File: src/design/jack_sense_defines.svh
// Constants of the jack-detect control block: offsets, fields, resets,
// timing. Assumes inclusion by the design modules and the test bench.
`ifndef JACK_SENSE_DEFINES_SVH
`define JACK_SENSE_DEFINES_SVH

// Each register is one aligned word; byte address is four times the index
`define JDC_INDEX         8'h72
`define CFG_INDEX         8'h80
`define JDC_OFFSET        10'h1c8
`define CFG_OFFSET        10'h200
`define JDC_RESET         16'h0000
`define CFG_RESET         16'h0000
`define JDC_SPREAD_BIT    15
`define JDC_DMX1_BIT      14
`define JDC_DMX0_BIT      13
`define JDC_MUTE_LSB      10
`define JDC_EQB1_BIT      9
`define JDC_EQB0_BIT      8
`define JDC_MODE1_BIT     5
`define JDC_MODE0_BIT     4
`define JDC_LVL1_BIT      3
`define JDC_LVL0_BIT      2
`define JDC_IRQ1_BIT      1
`define JDC_IRQ0_BIT      0
`define JDC_RW_MASK       16'hff33
`define CFG_PATH_BIT      0
`define CFG_DOWNMIX_SELECT_LSB      1
`define GLITCH_NS         1000
`define CLK_NS            25
`define GLITCH_CYCLES     ((`GLITCH_NS + `CLK_NS - 1) / `CLK_NS)

`endif

File: src/design/jack_sense_pkg.sv
// Types of the jack-detect control block.
// Assumes the defines header sits beside it.
package jack_sense_pkg;
    typedef enum logic [2:0]
    {
        MUTE_NONE    = 3'b000,
        MUTE_LINE    = 3'b001,
        MUTE_HP      = 3'b010,
        MUTE_RSV3    = 3'b011,
        MUTE_REAR    = 3'b100,
        MUTE_HP_LINE = 3'b101,
        MUTE_RSV6    = 3'b110,
        MUTE_RSV7    = 3'b111
    } mute_sel_t;
    typedef enum logic [1:0]
    {
        RESP_OKAY   = 2'b00,
        RESP_SLVERR = 2'b10
    } resp_t;
endpackage

File: src/design/jack_detect_filter.sv
// Synchroniser and glitch filter for one jack-detect pin.
// Assumes an asynchronous pin and the register clock.
`timescale 1ns/100ps
`include "jack_sense_defines.svh"

module jack_detect_filter
#(
    parameter int STABLE_CYCLES = `GLITCH_CYCLES
)
(
    input  wire logic aclk,
    input  wire logic aresetn,
    input  wire logic pin,
    output logic      level,
    output logic      change
);
    logic       sync1_q;
    logic       sync2_q;
    logic       level_q;
    logic       level_d;
    logic       change_q;
    logic       change_d;
    logic [7:0] cnt_q;
    logic [7:0] cnt_d;

    // Count how long the synced level has differed from the held one
    always_comb
    begin
        level_d  = level_q;
        change_d = 1'b0;
        cnt_d    = 8'h00;
        if (sync2_q != level_q)
        begin
            cnt_d = cnt_q + 8'h01;
            if (cnt_q == 8'(STABLE_CYCLES - 1))
            begin
                level_d  = sync2_q;
                change_d = 1'b1;
                cnt_d    = 8'h00;
            end
        end
    end

    // Two-flop synchroniser and filter state
    always_ff @(posedge aclk)
    begin
        if (!aresetn)
        begin
            sync1_q  <= 1'b0;
            sync2_q  <= 1'b0;
            level_q  <= 1'b0;
            change_q <= 1'b0;
            cnt_q    <= 8'h00;
        end
        else
        begin
            sync1_q  <= pin;
            sync2_q  <= sync1_q;
            level_q  <= level_d;
            change_q <= change_d;
            cnt_q    <= cnt_d;
        end
    end

    assign level  = level_q;
    assign change = change_q;
endmodule // jack_detect_filter

File: src/design/jack_sense_mute_control.sv
// Jack-detect control: AXI4-Lite register, flags, gating and mutes.
// Assumes detect pins are asynchronous and the bus master is well behaved.
`timescale 1ns/100ps
`include "jack_sense_defines.svh"

// What this block does
// - A filtered detect-level change sets that input's interrupt flag.
// - Writing zero clears a flag; only that and reset drop it.
// - Writing one to a flag sets it, giving a software interrupt.
// - System interrupt is the OR of the detect flags whose mode bit is one.
// - Path zero uses slot 12 bit 0; path one uses slot 6 valid.
// - Level bits show live detect states and ignore writes.
// - Mode bit one lets an input's flag raise the interrupt.
// - EQ bypass when enable set and that input is high.
// - Down-mix six-to-two when enable set and that input is high.
// - Down-mix select: 0x none, 10 centre and bass, 11 plus surround.
// - Spread gate enable lets active inputs turn on spreading.
// - 001: input one low mutes line, centre, rear; high mutes mono.
// - 010: input one low mutes headphone, centre, rear; high mono.
// - 100: per-state mute table on both inputs.
// - 101: input one low mutes all but mono; high mutes mono.
// - Forced mute overrides volume; otherwise volume mute applies.
// - A plug reads one, an empty jack reads zero.
// - Register resets to zero; level bits and reserved bits 7:6 are read-only.
// - Field layout at index 0x72 (byte offset 0x1c8) as defined in the header.
module jack_sense_mute_control
    import jack_sense_pkg::*;
#(
    parameter int STABLE_CYCLES = `GLITCH_CYCLES
)
(
    input  wire logic        aclk,
    input  wire logic        aresetn,
    input  wire logic [9:0]  s_axi_awaddr,
    input  wire logic        s_axi_awvalid,
    output logic             s_axi_awready,
    input  wire logic [31:0] s_axi_wdata,
    input  wire logic [3:0]  s_axi_wstrb,
    input  wire logic        s_axi_wvalid,
    output logic             s_axi_wready,
    output logic [1:0]       s_axi_bresp,
    output logic             s_axi_bvalid,
    input  wire logic        s_axi_bready,
    input  wire logic [9:0]  s_axi_araddr,
    input  wire logic        s_axi_arvalid,
    output logic             s_axi_arready,
    output logic [31:0]      s_axi_rdata,
    output logic [1:0]       s_axi_rresp,
    output logic             s_axi_rvalid,
    input  wire logic        s_axi_rready,
    input  wire logic        jack_detect_zero,
    input  wire logic        jack_detect_one,
    input  wire logic [4:0]  volume_mute,
    output logic             irq_slot12_bit0,
    output logic             irq_slot6_valid,
    output logic             eq_bypass,
    output logic             downmix_active,
    output logic             downmix_center_bass,
    output logic             downmix_surround,
    output logic             spread_active,
    output logic [4:0]       forced_silence,
    output logic [4:0]       output_muted
);
    logic [15:0] jdc_q;
    logic [15:0] jdc_d;
    logic [2:0]  cfg_q;
    logic [2:0]  cfg_d;
    logic [9:0]  awaddr_q;
    logic [9:0]  awaddr_d;
    logic        aw_have_q;
    logic        aw_have_d;
    logic [31:0] wdata_q;
    logic [31:0] wdata_d;
    logic [1:0]  wstrb_q;
    logic [1:0]  wstrb_d;
    logic        w_have_q;
    logic        w_have_d;
    logic        bvalid_q;
    logic        bvalid_d;
    logic [1:0]  bresp_q;
    logic [1:0]  bresp_d;
    logic        rvalid_q;
    logic        rvalid_d;
    logic [31:0] rdata_q;
    logic [31:0] rdata_d;
    logic [1:0]  rresp_q;
    logic [1:0]  rresp_d;
    logic [1:0]  level;
    logic [1:0]  change;
    logic        irq_any;
    logic        do_write;
    logic [4:0]  mute_raw;
    // Down-mix gate from the detect inputs
    logic        jack_dmx;

    // Register decode shared by read and write paths; each register is
    // one aligned word at four times its index, so odd bytes never match
    function automatic logic [1:0] decode(input logic [9:0] addr);
        decode = 2'b00;
        if (addr == `JDC_OFFSET)
            decode = 2'b01;
        else if (addr == `CFG_OFFSET)
            decode = 2'b10;
    endfunction

    // Detect pin conditioning; plug in reads high via pull-up
    // Each pin has its own synchroniser and glitch filter
    jack_detect_filter #(.STABLE_CYCLES(STABLE_CYCLES)) u_flt0
    (
        .aclk    (aclk),
        .aresetn (aresetn),
        .pin     (jack_detect_zero),
        .level   (level[0]),
        .change  (change[0])
    );
    jack_detect_filter #(.STABLE_CYCLES(STABLE_CYCLES)) u_flt1
    (
        .aclk    (aclk),
        .aresetn (aresetn),
        .pin     (jack_detect_one),
        .level   (level[1]),
        .change  (change[1])
    );

    // Write channel capture and register update
    always_comb
    begin
        awaddr_d  = awaddr_q;
        aw_have_d = aw_have_q;
        wdata_d   = wdata_q;
        wstrb_d   = wstrb_q;
        w_have_d  = w_have_q;
        bvalid_d  = bvalid_q;
        bresp_d   = bresp_q;
        jdc_d     = jdc_q;
        cfg_d     = cfg_q;
        if (s_axi_awvalid && s_axi_awready)
        begin
            awaddr_d  = s_axi_awaddr;
            aw_have_d = 1'b1;
        end
        if (s_axi_wvalid && s_axi_wready)
        begin
            wdata_d  = s_axi_wdata;
            wstrb_d  = s_axi_wstrb[1:0];
            w_have_d = 1'b1;
        end
        if (do_write)
        begin
            aw_have_d = 1'b0;
            w_have_d  = 1'b0;
            bvalid_d  = 1'b1;
            bresp_d   = RESP_OKAY;
            case (decode(awaddr_q))
                2'b01:
                begin
                    if (wstrb_q[0])
                        jdc_d[7:0] = wdata_q[7:0] & 8'(`JDC_RW_MASK);
                    if (wstrb_q[1])
                        jdc_d[15:8] = wdata_q[15:8];
                end
                2'b10:
                begin
                    if (wstrb_q[0])
                        cfg_d = wdata_q[2:0];
                end
                default:
                    bresp_d = RESP_SLVERR;
            endcase
        end
        if (s_axi_bvalid && s_axi_bready)
            bvalid_d = 1'b0;
        // Flags: write 0 clears, write 1 sets, detect event sets last
        if (!(do_write && decode(awaddr_q) == 2'b01 && wstrb_q[0]))
            jdc_d[1:0] = jdc_q[1:0];
        jdc_d[1:0] = jdc_d[1:0] | change;
        // Level bits mirror the filtered pins; writes never stick
        jdc_d[3:2] = level;
        // Reserved bits always read as zero
        jdc_d[7:6] = 2'b00;
    end

    assign do_write      = aw_have_q && w_have_q && !bvalid_q;
    assign s_axi_awready = !aw_have_q && !bvalid_q;
    assign s_axi_wready  = !w_have_q && !bvalid_q;
    assign s_axi_bvalid  = bvalid_q;
    assign s_axi_bresp   = bresp_q;

    // Read channel: one outstanding read, answered next cycle
    always_comb
    begin
        rvalid_d = rvalid_q;
        rdata_d  = rdata_q;
        rresp_d  = rresp_q;
        if (s_axi_arvalid && s_axi_arready)
        begin
            rvalid_d = 1'b1;
            rresp_d  = RESP_OKAY;
            case (decode(s_axi_araddr))
                2'b01:   rdata_d = {16'h0000, jdc_q};
                2'b10:   rdata_d = {29'h0, cfg_q};
                default:
                begin
                    rdata_d = 32'h0000_0000;
                    rresp_d = RESP_SLVERR;
                end
            endcase
        end
        else if (s_axi_rvalid && s_axi_rready)
            rvalid_d = 1'b0;
    end

    assign s_axi_arready = !rvalid_q;
    assign s_axi_rvalid  = rvalid_q;
    assign s_axi_rdata   = rdata_q;
    assign s_axi_rresp   = rresp_q;

    // Register all bus and control state
    always_ff @(posedge aclk)
    begin
        if (!aresetn)
        begin
            jdc_q     <= `JDC_RESET;
            cfg_q     <= 3'(`CFG_RESET);
            awaddr_q  <= 10'h000;
            aw_have_q <= 1'b0;
            wdata_q   <= 32'h0000_0000;
            wstrb_q   <= 2'h0;
            w_have_q  <= 1'b0;
            bvalid_q  <= 1'b0;
            bresp_q   <= 2'h0;
            rvalid_q  <= 1'b0;
            rdata_q   <= 32'h0000_0000;
            rresp_q   <= 2'h0;
        end
        else
        begin
            jdc_q     <= jdc_d;
            cfg_q     <= cfg_d;
            awaddr_q  <= awaddr_d;
            aw_have_q <= aw_have_d;
            wdata_q   <= wdata_d;
            wstrb_q   <= wstrb_d;
            w_have_q  <= w_have_d;
            bvalid_q  <= bvalid_d;
            bresp_q   <= bresp_d;
            rvalid_q  <= rvalid_d;
            rdata_q   <= rdata_d;
            rresp_q   <= rresp_d;
        end
    end

    // Interrupt combine, gated by mode, and path steering
    // Mode zero leaves a set flag for software to poll
    assign irq_any = (jdc_q[`JDC_IRQ0_BIT] & jdc_q[`JDC_MODE0_BIT])
                   | (jdc_q[`JDC_IRQ1_BIT] & jdc_q[`JDC_MODE1_BIT]);
    assign irq_slot12_bit0 = irq_any & !cfg_q[`CFG_PATH_BIT];
    assign irq_slot6_valid = irq_any & cfg_q[`CFG_PATH_BIT];

    // Jack-gated audio functions
    assign eq_bypass = (jdc_q[`JDC_EQB0_BIT] & jdc_q[`JDC_LVL0_BIT])
                     | (jdc_q[`JDC_EQB1_BIT] & jdc_q[`JDC_LVL1_BIT]);
    // Down-mix asked for by a plugged jack whose enable is set
    assign jack_dmx = (jdc_q[`JDC_DMX0_BIT] & jdc_q[`JDC_LVL0_BIT])
                    | (jdc_q[`JDC_DMX1_BIT] & jdc_q[`JDC_LVL1_BIT]);
    assign downmix_active = jack_dmx | cfg_q[`CFG_DOWNMIX_SELECT_LSB + 1];
    // Jack-gated down-mix is the full six-to-two form
    assign downmix_center_bass = downmix_active;
    // Surround joins for select 11 or whenever a jack gates the mix
    assign downmix_surround = jack_dmx
                            | (cfg_q[`CFG_DOWNMIX_SELECT_LSB + 1]
                               & cfg_q[`CFG_DOWNMIX_SELECT_LSB]);
    assign spread_active = jdc_q[`JDC_SPREAD_BIT]
                         & (jdc_q[`JDC_LVL0_BIT] | jdc_q[`JDC_LVL1_BIT]);

    // Mute table; bits are {mono, rear, centre/bass, line, headphone}
    always_comb
    begin
        mute_raw = 5'h00;
        case (mute_sel_t'(jdc_q[`JDC_MUTE_LSB +: 3]))
            MUTE_LINE:
                mute_raw = jdc_q[`JDC_LVL1_BIT] ? 5'h10 : 5'h0e;
            MUTE_HP:
                mute_raw = jdc_q[`JDC_LVL1_BIT] ? 5'h10 : 5'h0d;
            MUTE_REAR:
            begin
                if (jdc_q[`JDC_LVL1_BIT])
                    mute_raw = 5'h1e;
                else if (jdc_q[`JDC_LVL0_BIT])
                    mute_raw = 5'h10;
                else
                    mute_raw = 5'h0e;
            end
            MUTE_HP_LINE:
                mute_raw = jdc_q[`JDC_LVL1_BIT] ? 5'h10 : 5'h0f;
            default:
                mute_raw = 5'h00;
        endcase
    end

    assign forced_silence = mute_raw;
    assign output_muted   = mute_raw | volume_mute;
endmodule // jack_sense_mute_control

File: config.mk
export PLATFORM = sky130hd
export DESIGN_NAME = jack_sense_mute_control
export DESIGN_NICKNAME = d
export VERILOG_FILES = /design/src/design/jack_sense_pkg.sv /design/src/design/jack_detect_filter.sv /design/src/design/jack_sense_mute_control.sv
export VERILOG_INCLUDE_DIRS = /design/src /design/src/design
export SDC_FILE = /design/constraint.sdc
export NUM_CORES = 1
export LEC_CHECK = 0
export BUFFER_PORTS_ARGS = -buffer_cell sky130_fd_sc_hd__buf_2
export CORE_ASPECT_RATIO = 0.9
export CORE_MARGIN = 2
export CORE_UTILIZATION = 49
export CTS_CLUSTER_DIAMETER = 40
export CTS_CLUSTER_SIZE = 8
export DETAILED_ROUTE_END_ITERATION = 8
export PLACE_DENSITY = 0.79
export SLEW_MARGIN = 20
export SYNTH_ARGS = -nofsm -noshare
export SYNTH_HDL_FRONTEND = slang
export SYNTH_SLANG_ARGS = --single-unit
File: constraint.sdc
create_clock -name aclk -period 2.1 [get_ports aclk]
set_input_delay 0.21 -clock aclk [delete_from_list [all_inputs] [get_ports aclk]]
set_output_delay 0.21 -clock aclk [all_outputs]
set_load 0.03 [all_outputs]
==> results.md <==
- Pre-CTS WS: 0.371 ns
- Setup ws final: roughly 0.12 ns
- Sequential share of the synthesized area: 48.1%
- Avg WL per Cell: 12.3 um
- WHS: approximately 0.04 ns
- Final Hold Fails: 0
- Top-Level Pins: roughly 130
- Largest net degree at the start of global routing: 40
- Post-synth top area share: 48.1%
- Max Buffers Root-to-Sink: 2
- F_max: a little over 500 MHz
- Hold Path Class: in -> reg
- CP required: 1.89 ns
- Clock sink count: 86
- Max-slew violation count: 0
- Share of layout cells above drive strength 1: 21.8%
- H-tree depth: 3
- Top post-synthesis cells by area: dfxtp_1 48%, nand2_1 7.9%, a21oi_1 7.4%, buf_4 4.6%, nand3_1 4.2%
- Syn Area/Cell: roughly 8.3 um2
- Ys flop type: dfxtp_1
- Setup Total Neg Slack: 0 ns
- DP Wirelength: approximately 5500 um
- TritonCTS clock tree: yes
- Worst skew pair latency: between 0.3 and 0.4 ns
- Worst-path clk slew: ~0.080 ns
- Simple-gate share of the synthesized area: about a quarter
- Clock tree root driver cell: clkbuf_8
- Post-layout util: 58.7%
- Synth unique cells: 45
- First-pass iteration count of the detailed router: 4
- Initial antenna violation count: 0
- Area delta synth->final: 16.0%
- Syn Inst Count: 433
- Via count: between 3000 and 4000
- Post-route DRC: 0
- CP Max Fanout: 12
- Worst-Margin Slew: 0.561 ns
- Die H: 85.1 um
- Pwr/cell area: 721 nW/um2
- Count of non-filler cells in the finished layout: between 600 and 700
- Die Area: 8010 um2
- DRT antenna net count: 0
- Vias per inst: 5.10
- Die W: 94.1 um
- Cts repair resizes: 0
- CP Launch Type: flop
- Leak: 1.77 nW
- Period minus WS final: 1.98 ns
- Final GP Congestion: 0.801
- IO buf count: 86
- Final Routed Wirelength: 7510 um
- Inserted Clock Buffers: 9
- Arrival @ worst endpoint: 1.77 ns
- Cts hold-fix bufs: 0
- Placeable Area: 7080 um2
- Via count of the first global-routing pass: 2748
- # Post-CTS Setup Buffers: 0
- Total placed cells including tap cells: 597
- Compound-Gate Fraction of Synth Area: 13.2%
- Proportion of synthesized area in mux cells: 1.12%
- RSZ-0062 raised after global routing: false
- Asr flop ratio synth: 0%
- CP Capture Type: output port
- Post-synthesis adder-cell area fraction: less than 1%
- Clock skew after layout: between 0.008 and 0.009 ns
- Setup CP Type: reg -> out
- EDFF count, synth: 0
- XOR/XNOR share of the synthesized area: 3.18%
- DRT iter0 DRCs: 176
- Share of the clock period used by the worst path: 94.4%
- All-Layer GR Usage: 19.1%
- Synthesized cell area: 3580 um2
- Antenna Diode Count: 0
- Nets@finish: 587
- Max-slew headroom: a little over three fifths
- Rows: 29
- Status: completed
- Grt total ovfl: 0
- # setup viols final: 0
- Global-route wire length before repair: 12200 um
- Cell taking the most area after synthesis: dfxtp_1
- Main combinational cell family by area after synthesis: simple AND/OR/NAND/NOR gates
- Synth Register Bits: 86
- Starting Density: 50.6%
- Ys Warns: 0
- Worst VDD drop: roughly 470 uV
- Max Cap Viol: 0
- Commonest cells after routing, fill and taps aside: 86 x dfxtp_1, 86 x buf_2, 75 x nand2_1
-- worst max-delay path, cell delays in order (launching register included) --
cell and delay, ns:
dfxtp_1 0.43, nand2b_1 0.19, a21oi_1 0.19, o22ai_1 0.14, or2_2 0.30, buf_2 0.18
-- cells in the mapped netlist, types with 2 or more instances --
| cell type | number |
|---|---|
| and2_1 | 10 |
| clkbuf_1 | 13 |
| nand3b_1 | 2 |
| and3_1 | 2 |
| nor3_1 | 5 |
| or3_1 | 2 |
| buf_4 | 22 |
| nand2_1 | 75 |
| ha_1 | 2 |
| buf_2 | 3 |
| mux2i_1 | 4 |
| a221oi_1 | 3 |
| nor2_1 | 40 |
| a211oi_1 | 3 |
| inv_1 | 5 |
| nand2b_1 | 6 |
| nand3_1 | 30 |
| a21oi_1 | 53 |
| o21ai_0 | 17 |
| nor2b_1 | 4 |
| dfxtp_1 | 86 |
| xnor2_1 | 7 |
| xor2_1 | 6 |
| and3b_1 | 2 |
| or2_2 | 4 |
| nor4_1 | 5 |
| nand4_1 | 4 |
-- where the power goes --
group	leakage, nW	switching [mW]	internal (mW)
logic	0.984	0.231	0.105
clock network	0.0817	0.525	0.415
registers	0.699	0.0366	1.68
total	1.77	0.793	2.20
-- sequential cells by signal (all words and copies together) (netlist names), 2 cells and up --
register / flops
wstrb_q: 2
awaddr_q: 10
u_flt0.cnt_q: 8
wdata_q: 13
u_flt1.cnt_q: 8
s_axi_rdata: 14
jdc_q: 14
cfg_q: 3
-- layout make-up --
type / count / area [um2]
inverter: 5 / 18.8
timing repair buffer: 92 / 475
fill: 658 / 2920
tap: 93 / 116
multi-input combinational: 321 / 1670
sequential: 86 / 1720
clock inverter: 5 / 27.5
clock buffer: 10 / 128
-- final timing paths --
path / cells after the start / start / slack [ns] / endpoint
setup / recovery: 5 / jdc_q[3]$_SDFF_PN0_ / 0.12 / output_muted[3]
hold / removal: 2 / s_axi_rready / 0.04 / s_axi_rvalid$_SDFFE_PN0P_
setup reg to reg: 4 / awaddr_q[1]$_SDFFE_PN0P_ / 0.35 / jdc_q[11]$_SDFFE_PN0P_
hold reg to reg: 1 / u_flt0.sync1_q$_SDFF_PN0_ / 0.44 / u_flt0.sync2_q$_SDFF_PN0_
-- cells by family after synthesis --
group / after synthesis
and+or+nand+nor: 197
DFF: 86
AOI/OAI and AO/OA: 85
buffers and inverters: 45
xor gates and xnor gates: 13
muxes: 4
adders and majority gates: 2
other: 1
-- routing by layer --
metal,global-route usage (%),wire length [um]
met1,24.8,3530
met2,31.1,3450
met3,6.13,494
met4,4.74,34
met5,0,0
-- stage by stage --
step | area (um2) | total power [mW]
after global placement | 4000 | 2.08
after detailed placement | 4000 | 2.09
final | 4160 | 2.99
after floorplan | 3650 | 2.01
after global routing | 4160 | 3.14
after CTS | 4160 | 3.03
(Power assumes the default switching activity.)
